<file path="config.mk">
export PLATFORM = sky130hd
export DESIGN_NAME = receiver_tuning_config_regs
export DESIGN_NICKNAME = d
export VERILOG_FILES = /design/src/receiver_tuning_pkg.sv /design/src/startup_delay_timer.sv /design/src/receiver_tuning_config_regs.sv
export VERILOG_INCLUDE_DIRS = /design/src
export SDC_FILE = /design/constraint.sdc
export NUM_CORES = 1
export LEC_CHECK = 0
export BUFFER_PORTS_ARGS = -buffer_cell sky130_fd_sc_hd__buf_4
export CAP_MARGIN = 20
export CORE_MARGIN = 8
export CORE_UTILIZATION = 53
export CTS_CLUSTER_SIZE = 25
export DETAILED_ROUTE_END_ITERATION = 12
export GPL_ROUTABILITY_DRIVEN = 0
export HOLD_SLACK_MARGIN = 0.08
export PLACE_DENSITY = 0.75
export SLEW_MARGIN = 10
export SYNTH_ARGS = -nofsm -noshare
export SYNTH_HDL_FRONTEND = slang
export SYNTH_SLANG_ARGS = --single-unit
</file>
<file path="constraint.sdc">
create_clock -name clk_i -period 3.9 [get_ports clk_i]
set_clock_uncertainty 0.2 [all_clocks]
set_input_delay 0.39 -clock clk_i [delete_from_list [all_inputs] [get_ports clk_i]]
set_output_delay 0.39 -clock clk_i [all_outputs]
set_load 0.01 [all_outputs]
</file>
<file path="src/receiver_tuning_consts.svh">
// Constants for the receiver tuning register pair: addresses, fields, resets, timing.
// Assumes inclusion by bare name from the design files; holds definitions only.
`ifndef RECEIVER_TUNING_CONSTS_SVH
`define RECEIVER_TUNING_CONSTS_SVH

// Register addresses on the serial control interface.
`define RT_ADDR_STARTUP 7'h32
`define RT_ADDR_DEMOD 7'h33

// Power-on values.
`define RT_STARTUP_RESET 8'h49
`define RT_DEMOD_RESET 8'h02

// Startup and PLL tuning field positions.
`define RT_OSC_SEL_MSB 7
`define RT_OSC_SEL_LSB 6
`define RT_ASK_MID_BIT 5
`define RT_RSV_MSB 4
`define RT_RSV_LSB 3
`define RT_FRAC_BIT 2
`define RT_LOCK_SEL_MSB 1
`define RT_LOCK_SEL_LSB 0

// Demodulator and RSSI tuning field positions.
`define RT_DUAL_LIM_BIT 7
`define RT_WIDE_RANGE_BIT 6
`define RT_EDGE_WIN_BIT 5
`define RT_CHIP_SHORT_BIT 4
`define RT_RSSI_MSB_BIT 3
`define RT_QUICK_SETTLE_BIT 2
`define RT_CAP_MSB 1
`define RT_CAP_LSB 0

// Timing: one microsecond tick derived from the clock period.
`define RT_US_NS 1000
`define RT_CLK_PERIOD_NS 10
`define RT_US_CYCLES (`RT_US_NS / `RT_CLK_PERIOD_NS)
`define RT_OSC_STEP_US 256
`define RT_LOCK_STEP_US 16

// Demodulator delay-line lengths per code of bits 7:6.
`define RT_DELAY_EL_00 6'd40
`define RT_DELAY_EL_01 6'd13
`define RT_DELAY_EL_10 6'd20
`define RT_DELAY_EL_11 6'd7

// Other decoded figures.
`define RT_EDGE_SAMPLES_NARROW 3'd2
`define RT_EDGE_SAMPLES_WIDE 3'd4
`define RT_CHIP_HALVES_LONG 3'd7
`define RT_CHIP_HALVES_SHORT 3'd5
`define RT_RSSI_B5_SLOW 2'd3
`define RT_RSSI_B4_SLOW 2'd1
`define RT_RSSI_B_EVEN 2'd2
`define RT_SETTLE_TAU_FULL 3'd4
`define RT_SETTLE_TAU_QUICK 3'd2
`define RT_CAP_PF_00 4'd0
`define RT_CAP_PF_01 4'd2
`define RT_CAP_PF_10 4'd5
`define RT_CAP_PF_11 4'd12

`endif

</file>
<file path="src/receiver_tuning_pkg.sv">
// Types shared by the receiver tuning register design.
// Assumes nothing of its surroundings.
package receiver_tuning_pkg;

    // Phases of one serial access frame.
    typedef enum logic [1:0] {PH_IDLE, PH_ADDR, PH_DATA, PH_DONE} spi_phase_e;

    typedef logic [7:0] reg_byte_t;

endpackage

</file>
<file path="src/startup_delay_timer.sv">
// Microsecond delay timer used by the startup sequence after a ready or lock level.
// Assumes a one-cycle microsecond tick and a synchronous, same-clock start level.
`timescale 1ns/1ps
`include "receiver_tuning_consts.svh"

module startup_delay_timer (
    input wire logic clk_i,
    input wire logic rst_n_i,
    input wire logic tick_i,
    input wire logic start_i,
    input wire logic [10:0] target_i,
    output logic done_o
);

    logic [10:0] cnt;

    // Count microseconds while the start level holds; losing it restarts the wait.
    always_ff @(posedge clk_i or negedge rst_n_i) begin
        if (!rst_n_i) begin
            cnt <= 11'h000;
            done_o <= 1'b0;
        end else if (!start_i) begin
            cnt <= 11'h000;
            done_o <= 1'b0;
        end else if (tick_i && !done_o) begin
            cnt <= cnt + 11'h001;
            if (cnt == target_i - 11'h001) begin
                done_o <= 1'b1;
            end
        end
    end
endmodule

</file>
<file path="src/receiver_tuning_config_regs.sv">
// Two tuning registers behind the serial control interface, with decoded settings.
// Assumes a microcontroller drives clock, enable and data pins asynchronously to clk_i.
`timescale 1ns/1ps
`include "receiver_tuning_consts.svh"

// How it works
// - After the oscillator reports ready, startup waits 256, 512, 768 or 1024 us chosen by the settle field.
// - After reset the settle field holds 01, giving the 512 us wait.
// - The ASK mid-reset bit picks whether the baseband filter resets to zero or to RSSI mid-range.
// - The fractional-N disable bit takes the PLL out of fractional-N operation.
// - After PLL lock, startup waits a further 16, 32, 48 or 64 us chosen by the lock field.
// - The dual-limiter bit makes the FSK demodulator use both I and Q limiters.
// - The wide-range bit picks the 200 to 400 kHz span or the 0 to 600 kHz span.
// - Demodulator bits 7:6 set 40, 13, 20 or 7 delay elements, bit 7 picking a 600 kHz centre.
// - The window bit picks 2 or 4 samples for edge-detection amplitude.
// - The chip-timing check times out after 3.5 chips, or 2.5 chips with the short bit set.
// - The RSSI converter spends 3 and 1 clocks on bits 5 and 4, or 2 and 2 with the timing bit set.
// - The RSSI filter settle wait lasts 4 time-constants, or 2 with the quick bit set.
// - The capacitor trim field selects none, 2 pF, 5 pF or 12 pF for the RSSI low-pass filter.
module receiver_tuning_config_regs #(
    parameter int unsigned US_CYCLES = `RT_US_CYCLES
) (
    input wire logic clk_i,
    input wire logic nrst_i,
    input wire logic spi_clk_i,
    input wire logic spi_en_i,
    input wire logic spi_din_i,
    input wire logic osc_ready_flag_i,
    input wire logic pll_lock_i,
    output logic spi_dout_o,
    output logic spi_dout_oe_o,
    output logic osc_settle_done_o,
    output logic lock_settle_done_o,
    output logic ask_filter_mid_reset_o,
    output logic frac_n_disable_o,
    output logic demod_dual_limiter_sel_o,
    output logic demod_wide_range_o,
    output logic demod_center_600k_o,
    output logic [5:0] demod_delay_elements_o,
    output logic edge_window_wide_o,
    output logic [2:0] edge_sample_count_o,
    output logic chip_timeout_short_o,
    output logic [2:0] chip_timeout_half_chips_o,
    output logic rssi_msb_timing_sel_o,
    output logic [1:0] rssi_bit5_clocks_o,
    output logic [1:0] rssi_bit4_clocks_o,
    output logic rssi_quick_settle_o,
    output logic [2:0] rssi_settle_tau_o,
    output logic [1:0] rssi_cap_trim_o,
    output logic [3:0] rssi_cap_pf_o
);

    logic [1:0] rst_sync;
    logic rst_n;
    logic [2:0] pin_s1;
    logic [2:0] pin_s2;
    logic [2:0] pin_s3;
    logic [2:0] pin_f;
    logic sclk_d;
    logic sclk_rise;
    logic sclk_fall;
    receiver_tuning_pkg::spi_phase_e phase;
    logic [2:0] bit_cnt;
    logic [7:0] shift_in;
    logic rd_flag;
    logic [6:0] addr;
    logic [7:0] sh_out;
    logic wr_stb;
    logic [7:0] wr_data;
    receiver_tuning_pkg::reg_byte_t startup_reg;
    receiver_tuning_pkg::reg_byte_t demod_reg;
    logic [6:0] us_cnt;
    logic us_tick;
    logic [10:0] osc_target;
    logic [10:0] lock_target;

    // Register read decode; an unmapped address reads as zero.
    function automatic logic [7:0] read_reg(input logic [6:0] a, input logic [7:0] s, input logic [7:0] d);
        logic [7:0] v;
        v = 8'h00;
        if (a == `RT_ADDR_STARTUP) begin
            v = s;
        end else if (a == `RT_ADDR_DEMOD) begin
            v = d;
        end
        return v;
    endfunction

    // Wait length in microseconds: (code + 1) steps.
    function automatic logic [10:0] delay_target(input logic [1:0] sel, input logic [10:0] step);
        logic [21:0] prod;
        prod = 22'({9'h000, sel} + 11'h001) * 22'(step);
        return prod[10:0];
    endfunction

    // Delay-line length per demodulator code.
    function automatic logic [5:0] delay_elements(input logic [1:0] code);
        logic [5:0] n;
        unique case (code)
            2'b00: n = `RT_DELAY_EL_00;
            2'b01: n = `RT_DELAY_EL_01;
            2'b10: n = `RT_DELAY_EL_10;
            2'b11: n = `RT_DELAY_EL_11;
        endcase
        return n;
    endfunction

    // Typical filter capacitance per trim code.
    function automatic logic [3:0] cap_pf(input logic [1:0] code);
        logic [3:0] c;
        unique case (code)
            2'b00: c = `RT_CAP_PF_00;
            2'b01: c = `RT_CAP_PF_01;
            2'b10: c = `RT_CAP_PF_10;
            2'b11: c = `RT_CAP_PF_11;
        endcase
        return c;
    endfunction

    // Reset release through two flip-flops so every flop leaves reset on the same edge.
    always_ff @(posedge clk_i or negedge nrst_i) begin
        if (!nrst_i) begin
            rst_sync <= 2'b00;
        end else begin
            rst_sync <= {rst_sync[0], 1'b1};
        end
    end
    assign rst_n = rst_sync[1];

    // Pins {clock, enable, data} pass three stages; a new level counts once stages two and three agree.
    always_ff @(posedge clk_i or negedge rst_n) begin
        if (!rst_n) begin
            pin_s1 <= 3'h0;
            pin_s2 <= 3'h0;
            pin_s3 <= 3'h0;
            pin_f <= 3'h0;
            sclk_d <= 1'b0;
        end else begin
            pin_s1 <= {spi_clk_i, spi_en_i, spi_din_i};
            pin_s2 <= pin_s1;
            pin_s3 <= pin_s2;
            pin_f <= (pin_s3 & ~(pin_s2 ^ pin_s3)) | (pin_f & (pin_s2 ^ pin_s3));
            sclk_d <= pin_f[2];
        end
    end
    assign sclk_rise = pin_f[2] & ~sclk_d;
    assign sclk_fall = ~pin_f[2] & sclk_d;

    // Frame: read flag and 7-bit address, then 8 data bits, MSB first, sampled on rising clock.
    always_ff @(posedge clk_i or negedge rst_n) begin
        if (!rst_n) begin
            phase <= receiver_tuning_pkg::PH_IDLE;
            bit_cnt <= 3'h0;
            shift_in <= 8'h00;
            rd_flag <= 1'b0;
            addr <= 7'h00;
            wr_stb <= 1'b0;
            wr_data <= 8'h00;
        end else begin
            wr_stb <= 1'b0;
            if (!pin_f[1]) begin
                phase <= receiver_tuning_pkg::PH_IDLE;
                bit_cnt <= 3'h0;
            end else if (phase == receiver_tuning_pkg::PH_IDLE) begin
                phase <= receiver_tuning_pkg::PH_ADDR;
            end else if (sclk_rise && phase != receiver_tuning_pkg::PH_DONE) begin
                shift_in <= {shift_in[6:0], pin_f[0]};
                bit_cnt <= bit_cnt + 3'h1;
                if (bit_cnt == 3'h7) begin
                    unique case (phase)
                        receiver_tuning_pkg::PH_ADDR: begin
                            rd_flag <= shift_in[6];
                            addr <= {shift_in[5:0], pin_f[0]};
                            phase <= receiver_tuning_pkg::PH_DATA;
                        end
                        receiver_tuning_pkg::PH_DATA: begin
                            wr_stb <= !rd_flag;
                            wr_data <= {shift_in[6:0], pin_f[0]};
                            phase <= receiver_tuning_pkg::PH_DONE;
                        end
                        default: phase <= receiver_tuning_pkg::PH_DONE;
                    endcase
                end
            end
        end
    end

    // Read data loads after the address byte and shifts out on falling clock edges.
    always_ff @(posedge clk_i or negedge rst_n) begin
        if (!rst_n) begin
            sh_out <= 8'h00;
            spi_dout_o <= 1'b0;
            spi_dout_oe_o <= 1'b0;
        end else begin
            if (phase == receiver_tuning_pkg::PH_ADDR && sclk_rise && bit_cnt == 3'h7) begin
                sh_out <= read_reg({shift_in[5:0], pin_f[0]}, startup_reg, demod_reg);
            end else if (phase == receiver_tuning_pkg::PH_DATA && rd_flag && sclk_fall) begin
                spi_dout_o <= sh_out[7];
                sh_out <= {sh_out[6:0], 1'b0};
            end
            spi_dout_oe_o <= pin_f[1] && rd_flag && phase == receiver_tuning_pkg::PH_DATA;
        end
    end

    // The register pair; reserved bits store what is written and power up as 01.
    always_ff @(posedge clk_i or negedge rst_n) begin
        if (!rst_n) begin
            startup_reg <= `RT_STARTUP_RESET;
            demod_reg <= `RT_DEMOD_RESET;
        end else if (wr_stb && addr == `RT_ADDR_STARTUP) begin
            startup_reg <= wr_data;
        end else if (wr_stb && addr == `RT_ADDR_DEMOD) begin
            demod_reg <= wr_data;
        end
    end

    // Startup and PLL settings; every output is registered so consumers see clean levels.
    always_ff @(posedge clk_i or negedge rst_n) begin
        if (!rst_n) begin
            ask_filter_mid_reset_o <= 1'b0;
            frac_n_disable_o <= 1'b0;
        end else begin
            ask_filter_mid_reset_o <= startup_reg[`RT_ASK_MID_BIT];
            frac_n_disable_o <= startup_reg[`RT_FRAC_BIT];
        end
    end

    // Demodulator and RSSI settings, decoded into the figures the datapaths use.
    always_ff @(posedge clk_i or negedge rst_n) begin
        if (!rst_n) begin
            demod_dual_limiter_sel_o <= 1'b0;
            demod_wide_range_o <= 1'b0;
            demod_center_600k_o <= 1'b0;
            demod_delay_elements_o <= `RT_DELAY_EL_00;
            edge_window_wide_o <= 1'b0;
            edge_sample_count_o <= `RT_EDGE_SAMPLES_NARROW;
            chip_timeout_short_o <= 1'b0;
            chip_timeout_half_chips_o <= `RT_CHIP_HALVES_LONG;
            rssi_msb_timing_sel_o <= 1'b0;
            rssi_bit5_clocks_o <= `RT_RSSI_B5_SLOW;
            rssi_bit4_clocks_o <= `RT_RSSI_B4_SLOW;
            rssi_quick_settle_o <= 1'b0;
            rssi_settle_tau_o <= `RT_SETTLE_TAU_FULL;
            rssi_cap_trim_o <= 2'b00;
            rssi_cap_pf_o <= `RT_CAP_PF_00;
        end else begin
            demod_dual_limiter_sel_o <= demod_reg[`RT_DUAL_LIM_BIT];
            demod_wide_range_o <= demod_reg[`RT_WIDE_RANGE_BIT];
            demod_center_600k_o <= demod_reg[`RT_DUAL_LIM_BIT];
            demod_delay_elements_o <= delay_elements(demod_reg[7:6]);
            edge_window_wide_o <= demod_reg[`RT_EDGE_WIN_BIT];
            edge_sample_count_o <= demod_reg[`RT_EDGE_WIN_BIT] ? `RT_EDGE_SAMPLES_WIDE
                                                               : `RT_EDGE_SAMPLES_NARROW;
            chip_timeout_short_o <= demod_reg[`RT_CHIP_SHORT_BIT];
            chip_timeout_half_chips_o <= demod_reg[`RT_CHIP_SHORT_BIT] ? `RT_CHIP_HALVES_SHORT
                                                                       : `RT_CHIP_HALVES_LONG;
            rssi_msb_timing_sel_o <= demod_reg[`RT_RSSI_MSB_BIT];
            rssi_bit5_clocks_o <= demod_reg[`RT_RSSI_MSB_BIT] ? `RT_RSSI_B_EVEN : `RT_RSSI_B5_SLOW;
            rssi_bit4_clocks_o <= demod_reg[`RT_RSSI_MSB_BIT] ? `RT_RSSI_B_EVEN : `RT_RSSI_B4_SLOW;
            rssi_quick_settle_o <= demod_reg[`RT_QUICK_SETTLE_BIT];
            rssi_settle_tau_o <= demod_reg[`RT_QUICK_SETTLE_BIT] ? `RT_SETTLE_TAU_QUICK
                                                                 : `RT_SETTLE_TAU_FULL;
            rssi_cap_trim_o <= demod_reg[`RT_CAP_MSB:`RT_CAP_LSB];
            rssi_cap_pf_o <= cap_pf(demod_reg[`RT_CAP_MSB:`RT_CAP_LSB]);
        end
    end

    // Microsecond tick; one divider serves both startup waits.
    always_ff @(posedge clk_i or negedge rst_n) begin
        if (!rst_n) begin
            us_cnt <= 7'h00;
            us_tick <= 1'b0;
        end else begin
            us_tick <= (us_cnt == 7'(US_CYCLES - 1));
            us_cnt <= (us_cnt == 7'(US_CYCLES - 1)) ? 7'h00 : us_cnt + 7'h01;
        end
    end

    // Wait lengths follow the live fields; changing them mid-wait moves the end point.
    assign osc_target = delay_target(startup_reg[7:6], 11'(`RT_OSC_STEP_US));
    assign lock_target = delay_target(startup_reg[1:0], 11'(`RT_LOCK_STEP_US));

    startup_delay_timer u_osc_wait (
        .clk_i(clk_i),
        .rst_n_i(rst_n),
        .tick_i(us_tick),
        .start_i(osc_ready_flag_i),
        .target_i(osc_target),
        .done_o(osc_settle_done_o)
    );

    startup_delay_timer u_lock_wait (
        .clk_i(clk_i),
        .rst_n_i(rst_n),
        .tick_i(us_tick),
        .start_i(pll_lock_i),
        .target_i(lock_target),
        .done_o(lock_settle_done_o)
    );
endmodule

</file>
Word-level counts from Yosys, hierarchy flattened
Cells that the tools add are included.
Word-level totals
  logic and storage cells: 147
  bits of input ports: 7
  bits in registers: 135
Operators by class
  equal/unequal tests: 25
  reduce and logical (&&, ||, !) cells: 27
  add/sub/neg operators: 8
  bitwise gates (word level): 12
  mux-type cells: 35
Operators by type and width (count)
  two-way mux 11 bit: 4
  two-way mux 8 bit: 4
  == test 7 x 6 -> 1 bit (second input constant): 4
  one-hot mux 6 bit (4 select lines): 1
  adder 11 x 1 -> 11 bit (second input constant): 2
  == test 11 bit: 2
  one-hot mux 4 bit (4 select lines): 1
  two-way mux 3 bit: 5
  two-way mux 1 bit: 13
  two-way mux 2 bit: 6
  AND reduction 2 bit: 6
  logical AND 1 bit: 11
  subtractor 11 x 1 -> 11 bit (second input constant): 1
  == test 2 bit (second input constant): 5
  inequality test 2 x 1 -> 1 bit (second input constant): 5
  AND reduction 5 bit: 2
  subtractor 7 x 1 -> 8 bit (second input constant): 1
  adder 7 x 1 -> 7 bit (second input constant): 1
  == test 7 bit (second input constant): 1
  two-way mux 7 bit: 1
  adder 2 x 1 -> 3 bit (second input constant): 2
  AND 3 bit: 2
  == test 2 x 1 -> 1 bit (second input constant): 3
  zero test 2 bit: 3
  12 further kinds: 21

Longest topological paths before layout
  depth in word-level cells: 6
  depth in mapped cells: 7
  mapped depth without buffers: 6

Cells and area by module
Synthesis repeated with hierarchy kept, for this count alone.
Second synthesis, totals
  cell total of the unflattened synthesis: 479
  area, all modules: 5879.4 um^2
By module, submodules not included
  receiver_tuning_config_regs: seq. area each 2565.0 um^2, area an instance 3900.0 um^2, instances 1, cells an instance 261
  startup_delay_timer: seq. area each 300.3 um^2, area an instance 989.7 um^2, instances 2, cells an instance 109

Worst setup path after synthesis
Ideal clock, no wire load.
  path type: register -> register
  start: register startup_reg[6]
  end: register u_osc_wait.done_o
  period minus slack after synthesis: 1.984 ns
  data required time: 3.635 ns
  buffers on the path: 0
  library setup time: 0.065 ns
  cell stages (with the launch flop): 6
  arrival time: 1.720 ns
  slack: 1.916 ns
  cell sequence: dfstp_2 ha_1 xor2_1 or3_1 a2111oi_2 o21a_1
On the way
  word-level cells in the longest chain between the ends: 5
Ends and longest elaborated chain
  start: declaration: RTL line receiver_tuning_config_regs.sv:70  | receiver_tuning_pkg::reg_byte_t startup_reg;
  start signal: assignment: RTL line receiver_tuning_config_regs.sv:208  | startup_reg <= `RT_STARTUP_RESET;
  start signal: assignment: RTL line receiver_tuning_config_regs.sv:211  | startup_reg <= wr_data;
  adder 2 x 1 -> 3 bit: RTL line receiver_tuning_config_regs.sv:92  | prod = 22'({9'h000, sel} + 11'h001) * 22'(step);
  subtractor 11 x 1 -> 11 bit: RTL line startup_delay_timer.sv:27  | if (cnt == target_i - 11'h001) begin
  == test 11 bit: RTL line startup_delay_timer.sv:27
  inequality test 2 x 1 -> 1 bit (no source line)
  AND reduction 2 bit (no source line)
  end signal: assignment: RTL line startup_delay_timer.sv:21  | done_o <= 1'b0;
  end signal: assignment: RTL line startup_delay_timer.sv:24  | done_o <= 1'b0;
  end signal: assignment: RTL line startup_delay_timer.sv:28  | done_o <= 1'b1;
  end: declaration: RTL line startup_delay_timer.sv:12  | output logic done_o
No other way between the ends.
A chain may end at the register's enable or synchronous reset.

Final worst setup path
  start: register bit_cnt[0]
  end: register sh_out[6]
On the way
  word-level cells in the longest chain between the ends: 3
Ends and longest elaborated chain
  start: declaration: RTL line receiver_tuning_config_regs.sv:63  | logic [2:0] bit_cnt;
  start signal: assignment: RTL line receiver_tuning_config_regs.sv:168  | bit_cnt <= bit_cnt + 3'h1;
  == test 3 bit *: RTL line receiver_tuning_config_regs.sv:195  | if (phase == receiver_tuning_pkg::PH_ADDR && sclk_rise && bit_cnt == 3'h7) begin
  logical AND 1 bit *: RTL line receiver_tuning_config_regs.sv:195
  two-way mux 8 bit / nonzero test 2 bit (equally long branches)
  end signal: assignment: RTL line receiver_tuning_config_regs.sv:196  | sh_out <= read_reg({shift_in[5:0], pin_f[0]}, startup_reg, demod_reg);
  end signal: assignment: RTL line receiver_tuning_config_regs.sv:199  | sh_out <= {sh_out[6:0], 1'b0};
  end: declaration: RTL line receiver_tuning_config_regs.sv:67  | logic [7:0] sh_out;
Mark *: on every way between the ends. The rest lies on a longest branch, timed or not.

==> results.cfg <==
[status]
status = completed

[power]
leakage_nw = 3.02
peakVddDrop_v = 0.000203
p_clk_share_pct = 50.8
power_frac_comb_pct = 3.0
p_switching_uw = 615
switching_share_pct = 20.3
power_density_nw_per_um2 = 489
p_int_mw = 2.41
pwr-share-seq_pct = 46.2

[route]
top_layer = met4
drtIter0Drc = 177
wl_met1_um = 4030
ant_nets = 0
routed-wl-met3_um = 397
wl_per_cell_um = 15.8
drtPass1Iterations = 4
drt-total-wl_um = 9180
vias = 3026
drcViolationCount = 0
viasPerCell = 5.20
dr_wl_met2_um = 4600

[synthesis]
synth_area_um2 = 5130
ys_seq_area_share_pct = 61.7
synth_top_area_share_pct = 56.5
synthTopCellsByCount = dfrtp_1 (116), mux2_2 (38), nor2_1 (26)
synth.avg_cell_area_um2 = 13.3
synthTopCellsByArea = dfrtp_1 (57%), mux2_2 (8.3%), dfstp_2 (5.1%)
ys_warn_count = 0
ys.flop_type = dfrtp_1
yosysTopAreaCell = dfrtp_1
synth_cell_type_count = 47
syn_inst = 386
synth_edf_count = 0
synthArstFlopShare_pct = 100
synth_most_common_cell = dfrtp_1
synth_seq_cells = 126

[worst_setup_path]
cp_slowest_stage_delay_ns = 0.39
critPathSlowestCell = dfrtp_1
path_class = reg -> reg
regToRegSetupSlack_ns = 1.81
start_kind = register
cpLargestDelayFamily = simple AND/OR/NAND/NOR gates
cpMostUsedCell = ha_1
r2r_cells = 6
cp_num_buf_inv = 0
worstPathRequired_ns = 4.09
reg2reg_to = sh_out[6]
end_kind = register
cp_cell_sequence = ha_1 -> ha_1 -> and3b_1 -> nand4_1 -> nor2_1 -> a221o_1
rr_startpoint = bit_cnt[0]
cp_max_fo = 8
arrival_ns = 2.28
critPathLaunch = bit_cnt[0]

[clocking]
worstSkewPairLatency_ns = 0.52
clkSinkCount = 126
cts-root-buf = clkbuf_8
cts_buffer_depth = 2
cts.clk_slew.worst_paths_ns = 0.06
numCtsBuffers = 17
cts_resized = 0
cts_tree = done
cts-htree-levels = 4

[place]
port_buffers = 39
dp_hpwl_um = 5900

[die]
std_cell_rows = 36
die_width_um = 114
ios = 45
dieArea_um2 = 13100
core_um2 = 9590
die_y_um = 114
start_util_pct = 53.5

[timing]
hold_viol_final = 0
fin_crit_ns = 2.09
rsz0062_at_grt = no
worst_pin_slew_ns = 0.688
fin_hold_ws_ns = 0.0438
fin_crit_sh_pct = 53.6
setup_tns_ns = 0
slew_headroom_pct = 53.8
fmax_mhz = 478
finalMaxSlewViolations = 0
setup_violations = 0

[cells_and_area]
regArea_um2 = 3170
finalNetCount = 454
multi_input_area_um2 = 1820
top_regs = u_lock_wait.cnt: 11 flops, u_osc_wait.cnt: 11 flops
syn_to_final_growth_pct = 20.5
diodes = 0
fillCellCount = 726
drive_gt1_share_pct = 28.1

[min_path]
min_path_type = reg -> async

[global_route]
first_global_vias = 3274
antenna_found_initial = 0
grt_max_degree = 91
grt_first_pass_wirelength_um = 16000
grt_use_total_pct = 15.8
grt.overflow.total = 0

[flow_run]
cap_violations = 0
-- stage by stage --
| step | total power, mW | util [%] | area (µm²) | setup slack, ns | instances |
|---|---|---|---|---|---|
| floorplan | 1.47 | - | 5150 | 1.61 | 390 |
| global placement | 1.50 | 57.4 | 5500 | 1.88 | 543 |
| detailed placement | 1.50 | 57.4 | 5500 | 1.82 | 543 |
| CTS | 3.05 | 64.2 | 6160 | 1.79 | 581 |
| global route | 3.14 | 64.5 | 6180 | 1.66 | 582 |
| finish | 3.02 | 64.5 | 6180 | 1.81 | 582 |
-- final cells by class --
class	count	share of cell area [%]
clock inverters	7	1.82
clock buffers	24	7.61
inverters	10	0.607
repair buffers	49	6.55
well taps	133	2.69
multi-input cells	233	29.5
flip-flops and latches	126	51.2
-- timing repair --
action                     4_1_cts  5_1_grt
hold buffers                     7        0
setup buffers                    0        0
setup endpoints to repair        0        0
hold endpoints to repair        18        0
-- layer usage --
| metal | vias up | track usage [%] |
|---|---|---|
| li1 | 1421 | - |
| met2 | 63 | 26.1 |
| met4 | 0 | 7.28 |
| met3 | 12 | 5.38 |
| met5 | - | 0 |
| met1 | 1530 | 18.0 |
-- logic make-up after synthesis --
kind of cell / after synthesis / synth area share [%]
DFF: 126 / 61.7
muxes: 51 / 10.9
adders and majority gates: 13 / 3.02
and+or+nand+nor: 111 / 12.6
xor gates and xnor gates: 29 / 4.95
other: 2 / 0.146
AOI/OAI and AO/OA: 23 / 3.63
buffers and inverters: 31 / 3.12
-- worst max-delay path by stage --
stage / end / slack, ns / cells past startpoint
2_1_floorplan: async pin / 1.61 / 0
3_3_place_gp: u_osc_wait.done_o / 1.88 / 5
3_5_place_dp: wr_data[5] / 1.82 / 5
4_1_cts: wr_data[3] / 1.79 / 5
5_1_grt: sh_out[6] / 1.66 / 6
6_report: sh_out[6] / 1.81 / 6
-- power by group through the flow --
stage	clock (mW)	combinational, mW	sequential [mW]
6_report	1.54	0.0904	1.40
5_1_grt	1.63	0.102	1.41
4_1_cts	1.56	0.0767	1.41
3_5_place_dp	0	0.0708	1.43
3_3_place_gp	0	0.0681	1.43
2_1_floorplan	0	0.0567	1.41
-- cells in the final DEF (no fill, tap or decap), types with 12 or more instances in the layout --
cell         n
dfrtp_1    115
buf_4       41
mux2_2      38
nor2_1      26
clkbuf_16   16
and2_1      15
xnor2_1     15
xor2_1      14
nand3_1     13
mux2i_1     13
nand2_1     12
Note: power is estimated with default switching activity, not from simulation.
